<file path="src/ass_pkg.sv">
package ass_pkg;
	localparam int ass_addr_w = 22;
	localparam int ass_bank_w = 2;
	localparam int ass_data_w = 16;
	localparam int ass_be_w = 2;
	localparam int ass_cnt_w = 6;
	localparam int ass_ta_w = 2;
	localparam logic [ass_cnt_w-1:0] ass_cnt_zero = 6'h00;
	localparam logic [ass_cnt_w-1:0] ass_cnt_one = 6'h01;
	localparam logic [ass_ta_w-1:0] ass_ta_zero = 2'h0;
	localparam logic [ass_ta_w-1:0] ass_ta_one = 2'h1;
	localparam logic [2:0] ass_sub_zero = 3'h0;
	localparam logic [2:0] ass_sub_one = 3'h1;

	// Timing fields of the async configuration register
	typedef struct packed {
		logic [ass_ta_w-1:0] turnaround_count;
		logic [ass_cnt_w-1:0] r_setup;
		logic [ass_cnt_w-1:0] r_strobe;
		logic [ass_cnt_w-1:0] r_hold;
		logic [ass_cnt_w-1:0] w_setup;
		logic [ass_cnt_w-1:0] w_strobe;
		logic [ass_cnt_w-1:0] w_hold;
	} ass_cfg_type;

	// One word request from the internal requestors
	typedef struct packed {
		logic write;
		logic [ass_addr_w-1:0] addr;
		logic [ass_bank_w-1:0] bank;
		logic [ass_data_w-1:0] wdata;
		logic [ass_be_w-1:0] be;
		logic [2:0] subs;
	} ass_req_type;

	typedef enum logic [2:0] {
		ass_idle,
		ass_turn,
		ass_setup,
		ass_strobe,
		ass_hold
	} ass_state_type;
endpackage

</file>
<file path="src/ass_sequencer.sv">
// Summary of operation
// - Read strobe end edge raises chip select and output enable.
// - Data bus is captured as read data at end of read strobe.
// - Strobe is stretched while the external hold-off input is asserted.
// - Address and bank outputs are no longer guaranteed after read hold.
// - Byte enables are no longer guaranteed after read hold.
// - Further sub-accesses of one word go straight to setup, no turnaround.
// - Sub-accesses keep the timing counts captured at the first access.
// - After a word, return to idle or enter pending request's turnaround.
// - A write starts only once it is the highest priority task.
// - A multi-access write runs successive access cycles until complete.
// - Output enable stays high throughout every write.
// - Turnaround cycles from the turnaround count precede write setup.
// - Write directly after write inserts no turnaround cycles.
// - Write after read with zero turnaround count inserts one cycle.
// - After turnaround, priority is rechecked; lost priority abandons.
// - Write setup loads counters from write setup, strobe, hold fields.
// - Write setup drives address, bank and write data onto the bus.
// - Write setup drives direction low unless it is already low.
// - Write setup activates byte enables for the written bytes.
// - Read setup loads counters from read setup, strobe, hold fields.
// - Read strobe start drives chip select and output enable low.
// - Write strobe start drives chip select and write strobe low, end raises.
// - Direction returns high at write hold end when no accesses remain.
module ass_sequencer
	import ass_pkg::*;
(
	input wire logic mclk,
	input wire logic rst,
	input wire ass_cfg_type async_config_reg,
	input wire ass_req_type req,
	input wire logic req_valid,
	input wire logic req_top_priority,
	output logic req_taken,
	output logic req_done,
	output logic req_abandoned,
	output logic [ass_data_w-1:0] rdata,
	output logic rdata_valid,
	output logic busy,
	output logic async_chip_select_n,
	output logic output_enable_n,
	output logic write_strobe_n,
	output logic direction_out,
	output logic [ass_addr_w-1:0] ext_address_bus,
	output logic [ass_bank_w-1:0] ext_bank_select,
	output logic [ass_be_w-1:0] byte_enable_n,
	input wire logic [ass_data_w-1:0] ext_data_bus_in,
	output logic [ass_data_w-1:0] ext_data_bus_out,
	output logic ext_data_bus_oe,
	input wire logic ext_hold_off_in
);
	ass_state_type state_reg, state_next;
	ass_req_type cur_reg, cur_next;
	logic [ass_cnt_w-1:0] cnt_reg, cnt_next;
	logic [ass_cnt_w-1:0] stb_reg, stb_next;
	logic [ass_cnt_w-1:0] hld_reg, hld_next;
	// Setup count kept for the follow-on accesses of one word
	logic [ass_cnt_w-1:0] stp_reg, stp_next;
	logic [ass_ta_w-1:0] ta_reg, ta_next;
	logic [2:0] left_reg, left_next;
	logic last_valid_reg, last_valid_next;
	logic last_write_reg, last_write_next;
	logic cs_reg, cs_next;
	logic oe_reg, oe_next;
	logic we_reg, we_next;
	logic dir_reg, dir_next;
	logic [ass_addr_w-1:0] a_reg, a_next;
	logic [ass_bank_w-1:0] ba_reg, ba_next;
	logic [ass_be_w-1:0] be_reg, be_next;
	logic [ass_data_w-1:0] dout_reg, dout_next;
	logic [ass_data_w-1:0] rd_reg, rd_next;
	logic doe_reg, doe_next;
	logic rdv_reg, rdv_next;
	logic tk_reg, tk_next;
	logic dn_reg, dn_next;
	logic ab_reg, ab_next;
	// Registered so that busy leaves a flip-flop like every other output
	logic busy_reg, busy_next;

	// Turnaround length for a request following the last finished access
	function automatic logic [ass_ta_w-1:0] ta_len(input logic wr, input logic lv, input logic lw,
		input logic [ass_ta_w-1:0] field);
		if (lv && (wr == lw)) begin
			return ass_ta_zero;
		end else if (lv && (field == ass_ta_zero)) begin
			return ass_ta_one;
		end else begin
			return field;
		end
	endfunction

	always_comb begin
		state_next = state_reg;
		cur_next = cur_reg;
		cnt_next = cnt_reg;
		stb_next = stb_reg;
		hld_next = hld_reg;
		stp_next = stp_reg;
		ta_next = ta_reg;
		left_next = left_reg;
		last_valid_next = last_valid_reg;
		last_write_next = last_write_reg;
		cs_next = cs_reg;
		oe_next = oe_reg;
		we_next = we_reg;
		dir_next = dir_reg;
		a_next = a_reg;
		ba_next = ba_reg;
		be_next = be_reg;
		dout_next = dout_reg;
		doe_next = doe_reg;
		rd_next = rd_reg;
		rdv_next = 1'b0;
		tk_next = 1'b0;
		dn_next = 1'b0;
		ab_next = 1'b0;
		case (state_reg)
			// The first access after reset takes the full turnaround field
			ass_idle: begin
				if (req_valid && req_top_priority) begin
					cur_next = req;
					tk_next = 1'b1;
					ta_next = ta_len(req.write, last_valid_reg, last_write_reg,
						async_config_reg.turnaround_count);
					state_next = ass_turn;
				end
			end
			ass_turn: begin
				// Count the turnaround down, then look at priority once more
				if (ta_reg != ass_ta_zero) begin
					ta_next = ta_reg - ass_ta_one;
				end else if (!(req_valid && req_top_priority)) begin
					ab_next = 1'b1;
					state_next = ass_idle;
				end else begin
					// Only the first access of a word loads its counts from the fields
					left_next = (cur_reg.subs == ass_sub_zero) ? ass_sub_zero : cur_reg.subs - ass_sub_one;
					if (cur_reg.write) begin
						cnt_next = async_config_reg.w_setup;
						stb_next = async_config_reg.w_strobe;
						hld_next = async_config_reg.w_hold;
						stp_next = async_config_reg.w_setup;
						dout_next = cur_reg.wdata;
						doe_next = 1'b1;
						dir_next = 1'b0;
					end else begin
						cnt_next = async_config_reg.r_setup;
						stb_next = async_config_reg.r_strobe;
						hld_next = async_config_reg.r_hold;
						stp_next = async_config_reg.r_setup;
						doe_next = 1'b0;
					end
					a_next = cur_reg.addr;
					ba_next = cur_reg.bank;
					// Byte mask is active high on the request side and low on the pins
					be_next = ~cur_reg.be;
					oe_next = 1'b1;
					state_next = ass_setup;
				end
			end
			// A field of zero still gives one cycle in each period
			ass_setup: begin
				if (cnt_reg > ass_cnt_one) begin
					cnt_next = cnt_reg - ass_cnt_one;
				end else begin
					cnt_next = stb_reg;
					cs_next = 1'b0;
					if (cur_reg.write) begin
						we_next = 1'b0;
					end else begin
						oe_next = 1'b0;
					end
					state_next = ass_strobe;
				end
			end
			// The device may keep the strobe open past its count
			ass_strobe: begin
				if (cnt_reg > ass_cnt_one) begin
					cnt_next = cnt_reg - ass_cnt_one;
				end else if (!ext_hold_off_in) begin
					cs_next = 1'b1;
					oe_next = 1'b1;
					we_next = 1'b1;
					// Sampled on the edge that closes the strobe
					if (!cur_reg.write) begin
						rd_next = ext_data_bus_in;
						rdv_next = 1'b1;
					end
					cnt_next = hld_reg;
					state_next = ass_hold;
				end
			end
			// The last hold cycle either starts the next access or closes the word
			ass_hold: begin
				if (cnt_reg > ass_cnt_one) begin
					cnt_next = cnt_reg - ass_cnt_one;
				end else if (left_reg != ass_sub_zero) begin
					// Counts kept from the first access
					left_next = left_reg - ass_sub_one;
					cnt_next = stp_reg;
					a_next = a_reg + {{(ass_addr_w-1){1'b0}}, 1'b1};
					state_next = ass_setup;
				end else begin
					// Data bus, byte enables and direction are released once the hold ends; address and bank keep their values
					doe_next = 1'b0;
					be_next = {ass_be_w{1'b1}};
					dir_next = 1'b1;
					dn_next = 1'b1;
					last_valid_next = 1'b1;
					last_write_next = cur_reg.write;
					// The word just served still reads as pending here unless the requestor
					// withdrew it after setup began; it would then be run a second time
					if (req_valid && req_top_priority) begin
						cur_next = req;
						tk_next = 1'b1;
						ta_next = ta_len(req.write, 1'b1, cur_reg.write,
							async_config_reg.turnaround_count);
						state_next = ass_turn;
					end else begin
						state_next = ass_idle;
					end
				end
			end
			default: state_next = ass_idle;
		endcase
		// Busy follows the state that the next edge will hold
		busy_next = (state_next != ass_idle);
	end

	// Pins are registered, so each change lands on a rising edge
	always_ff @(posedge mclk or posedge rst) begin
		if (rst) begin
			state_reg <= ass_idle;
			cur_reg <= '0;
			cnt_reg <= ass_cnt_zero;
			stb_reg <= ass_cnt_zero;
			hld_reg <= ass_cnt_zero;
			stp_reg <= ass_cnt_zero;
			ta_reg <= ass_ta_zero;
			left_reg <= ass_sub_zero;
			last_valid_reg <= 1'b0;
			last_write_reg <= 1'b0;
			cs_reg <= 1'b1;
			oe_reg <= 1'b1;
			we_reg <= 1'b1;
			dir_reg <= 1'b1;
			a_reg <= '0;
			ba_reg <= '0;
			be_reg <= '1;
			dout_reg <= '0;
			doe_reg <= 1'b0;
			rd_reg <= '0;
			rdv_reg <= 1'b0;
			tk_reg <= 1'b0;
			dn_reg <= 1'b0;
			ab_reg <= 1'b0;
			busy_reg <= 1'b0;
		end else begin
			state_reg <= state_next;
			cur_reg <= cur_next;
			cnt_reg <= cnt_next;
			stb_reg <= stb_next;
			hld_reg <= hld_next;
			stp_reg <= stp_next;
			ta_reg <= ta_next;
			left_reg <= left_next;
			last_valid_reg <= last_valid_next;
			last_write_reg <= last_write_next;
			cs_reg <= cs_next;
			oe_reg <= oe_next;
			we_reg <= we_next;
			dir_reg <= dir_next;
			a_reg <= a_next;
			ba_reg <= ba_next;
			be_reg <= be_next;
			dout_reg <= dout_next;
			doe_reg <= doe_next;
			rd_reg <= rd_next;
			rdv_reg <= rdv_next;
			tk_reg <= tk_next;
			dn_reg <= dn_next;
			ab_reg <= ab_next;
			busy_reg <= busy_next;
		end
	end

	// Outputs are the registers themselves; nothing combinational reaches a pin
	assign async_chip_select_n = cs_reg;
	assign output_enable_n = oe_reg;
	assign write_strobe_n = we_reg;
	assign direction_out = dir_reg;
	assign ext_address_bus = a_reg;
	assign ext_bank_select = ba_reg;
	assign byte_enable_n = be_reg;
	assign ext_data_bus_out = dout_reg;
	assign ext_data_bus_oe = doe_reg;
	assign rdata = rd_reg;
	assign rdata_valid = rdv_reg;
	assign req_taken = tk_reg;
	assign req_done = dn_reg;
	assign req_abandoned = ab_reg;
	assign busy = busy_reg;
endmodule

</file>
<file path="config.mk">
export PLATFORM = sky130hd
export DESIGN_NAME = ass_sequencer
export DESIGN_NICKNAME = d
export VERILOG_FILES = /design/src/ass_pkg.sv /design/src/ass_sequencer.sv
export SDC_FILE = /design/constraint.sdc
export NUM_CORES = 1
export LEC_CHECK = 0
export BUFFER_PORTS_ARGS = -buffer_cell sky130_fd_sc_hd__buf_2
export CORE_MARGIN = 2
export CORE_UTILIZATION = 58
export DETAILED_ROUTE_END_ITERATION = 10
export PLACE_DENSITY = 0.86
export SLEW_MARGIN = 10
export SYNTH_ARGS = -nofsm -noshare
export SYNTH_HDL_FRONTEND = slang
export SYNTH_SLANG_ARGS = --single-unit
</file>
<file path="constraint.sdc">
create_clock -name mclk -period 9.4 [get_ports mclk]
set_clock_uncertainty 0.1 [all_clocks]
set_input_delay 1.88 -clock mclk [delete_from_list [all_inputs] [get_ports mclk]]
set_output_delay 1.88 -clock mclk [all_outputs]
set_load 0.01 [all_outputs]
</file>
==> results.sh <==
export IMPL_maxSlewHeadroom_pct=29.0
export IMPL_synth_main_ff_cell="dfrtp_1"
export IMPL_ant_nets=0
export IMPL_avgSynthCellArea_sq_um=11.1
export IMPL_use_met2_pct=43.9
export IMPL_min_to="byte_enable_n[1]"
export IMPL_p_int_mw=1.69
export IMPL_hold_depth=1
export IMPL_yosysTopAreaCell="dfrtp_1"
export IMPL_antenna_found_initial=2
export IMPL_vdd_drop_max_mv=0.194
export IMPL_cts_buffers=17
export IMPL_worst_pin_slew_ns=1.06
export IMPL_place_gp_congestion=0.899
export IMPL_drc=0
export IMPL_clockBufferDepth=2
export IMPL_core_area_sq_um=11900
export IMPL_worstPathMaxFanout=12
export IMPL_rsz0062_at_grt="false"
export IMPL_total_power_mw=2.61
export IMPL_setup_tns_final_ns=0
export IMPL_clkPwrFrac_pct=26.3
export IMPL_die_x_um=114
export IMPL_die_h_um=114
export IMPL_ys_ff_latch=148
export IMPL_syn2layout_area_growth_pct=22.2
export IMPL_period_needed_ns=3.65
export IMPL_powerDensity_nw_per_um2=306
export IMPL_synthTopCellsByArea="dfrtp_1 51%, mux2_2 13%, nand2_1 3.2%"
export IMPL_die_area_sq_um=12900
export IMPL_clk_latency_ns=0.42
export IMPL_drive_gt1_share_pct=39.6
export IMPL_dp_hpwl_mm=11.3
export IMPL_num_vias=5700
export IMPL_grt_busiest_layer="met2"
export IMPL_synth_async_sr_flop_share_pct=100
export IMPL_min_path_type="reg -> reg"
export IMPL_clk_pin_slew_worst_paths_ns=0.06
export IMPL_portBuffers=172
export IMPL_critPathRequiredTime_ns=9.61
export IMPL_grt_max_degree=78
export IMPL_synth_edf_count=0
export IMPL_cts_root_buf="clkbuf_16"
export IMPL_fmax_mhz=274
export IMPL_fill_cells=801
export IMPL_nNetsFinal=904
export IMPL_use_met3_pct=7.55
export IMPL_r2r_start="state_reg[0]"
export IMPL_r2r_setup_slack_ns=5.96
export IMPL_wl_mm=16.9
export IMPL_combPwrFrac_pct=31.2
export IMPL_drt_iter0_drc=433
export IMPL_status="finished, final reports clean"
export IMPL_yosys_area_top_type_share_pct=50.9
export IMPL_track_usage_pct=27.4
export IMPL_switching_share_pct=35.4
export IMPL_p_switching_mw=0.924
export IMPL_largest_reg_flops=46
export IMPL_use_met1_pct=35.8
export IMPL_ctsHoldBuffers=0
export IMPL_power_share_sequential_pct=42.5
export IMPL_start_util_pct=58.9
export IMPL_holdCritStartpoint="cur_reg[4]"
export IMPL_maxCapViolations=0
export IMPL_tritoncts="yes"
export IMPL_dp_cells=919
export IMPL_r2r_cells=5
export IMPL_yosys_warnings=0
export IMPL_period_share_pct=38.8
export IMPL_post_cts_buffers=0
export IMPL_ioPinCount=173
export IMPL_synth_area_sq_um=6990
export IMPL_grt_pass1_wl_mm=28.0
export IMPL_synth_distinct_cells=67
export IMPL_timing_worst_setup_path_type="in -> reg"
export IMPL_fin_cells=951
export IMPL_worst_setup_path_start_kind="input pin"
export IMPL_viasPerCell=5.99
export IMPL_first_global_vias=5686
export IMPL_diodes=0
export IMPL_worstSetupEndpointType="register"
export IMPL_r2r_end="cnt_reg[2]"
export IMPL_leakage_nw=4.08
export IMPL_final_max_slew_viol_count=0
export IMPL_setup_violations=0
export IMPL_rows=40
export IMPL_drt_wirelength_per_cell_um=17.8
export IMPL_ctsResizeCount=0
export IMPL_hold_viol_final=0
export IMPL_syn_inst=630
export IMPL_overflow=0
export IMPL_drtPass1Iterations=5
export IMPL_cts_sinks=148
export IMPL_h_tree_depth=4
export IMPL_synth_fp_nets=743
export IMPL_yosysSeqAreaShare_pct=53.1
export IMPL_cp_arrival_ns=3.86
-- cell type report --
| cell class | instances | area [sq um] | area share [%] |
|---|---|---|---|
| clock buffer | 19 | 453 | 5.30 |
| clock inverter | 13 | 144 | 1.68 |
| inverter | 15 | 61.3 | 0.718 |
| multi-input combinational | 431 | 3080 | 36.1 |
| sequential | 148 | 3710 | 43.5 |
| tap | 147 | 184 | 2.15 |
| timing repair buffer | 178 | 906 | 10.6 |
-- stage by stage --
| step | instance area [sq um] | util (%) | hold WS (ns) | setup WS, ns |
|---|---|---|---|---|
| floorplan | 6990 | - | 0.292 | 3.45 |
| global placement | 7940 | 67.0 | 0.310 | 5.24 |
| detailed placement | 7940 | 67.0 | 0.308 | 4.99 |
| CTS | 8540 | 72.0 | 0.327 | 5.45 |
| global route | 8540 | 72.0 | 0.375 | 5.60 |
| finish | 8540 | 72.0 | 0.327 | 5.75 |
-- synth_stat cells, drive strengths merged (3+ instances only) --
cell type	instances
nand3	27
nand2	60
nand4	6
a32oi	4
inv	14
nor4	6
a31oi	9
mux2i	22
nor3b	3
a22oi	3
o31ai	7
nor3	7
mux2	81
o211ai	3
nor2b	4
or2	3
or3	3
o22ai	5
buf	14
clkbuf	22
o22a	4
nand2b	5
o21ai	45
a21oi	40
ha	8
nor2	30
dfrtp	142
or4	4
o21a	3
dfstp	6
and3	6
-- routing by layer --
metal | vias up | wire (um)
met5 | - | 16
li1 | 2622 | -
met4 | 2 | 418
met1 | 2750 | 6750
met3 | 40 | 1420
met2 | 286 | 8310
-- how the worst max path moves through the flow --
stage / startpoint / to / slack [ns] / cells after the start
after CTS: req_valid / cnt_reg[2] / 5.45 / 6
final: req_valid / cnt_reg[2] / 5.75 / 6
after floorplan: rst / busy / 3.45 / 1
after global placement: req_valid / cnt_reg[2] / 5.24 / 6
after detailed placement: req_valid / cnt_reg[2] / 4.99 / 6
after global routing: req_valid / cnt_reg[0] / 5.60 / 6
-- power by group through the flow --
stage	clock network (mW)	registers [mW]	logic (mW)
floorplan	0	1.08	0.560
global placement	0	1.09	0.767
detailed placement	0	1.11	0.804
CTS	0.693	1.11	0.815
global route	0.722	1.14	0.903
finish	0.686	1.11	0.816
-- placed cells by master (no fill, tap or decap), types with 8 or more instances in the layout --
cell       Yosys  routed
mux2_2        81      81
nor2_1        29      29
o21ai_0       44      44
buf_2         11     172
nand2_1       60      60
mux2i_1       22      22
inv_1         14      13
a31oi_1        9       9
dfrtp_1      142     142
nand3_1       27      27
clkbuf_16      0      17
ha_1           8       8
a21oi_1       40      40
-- logic make-up after synthesis --
group / after synthesis / synth area share (%)
AND/OR/NAND/NOR: 168 / 12.4
buffers and inverters: 51 / 2.99
adder cells (fa/ha/maj): 8 / 1.43
multiplexers: 103 / 16.2
XOR/XNOR: 2 / 0.251
AO/OA/AOI/OAI: 150 / 13.6
flip-flops: 148 / 53.1
-- critical path: stages --
cell      delay [ns]
buf_2           0.12
nand3_1         0.15
o311ai_0        0.48
a21boi_1        0.79
o21ai_0         0.21
o22a_2          0.23
Power figures use the tool's default switching activity.
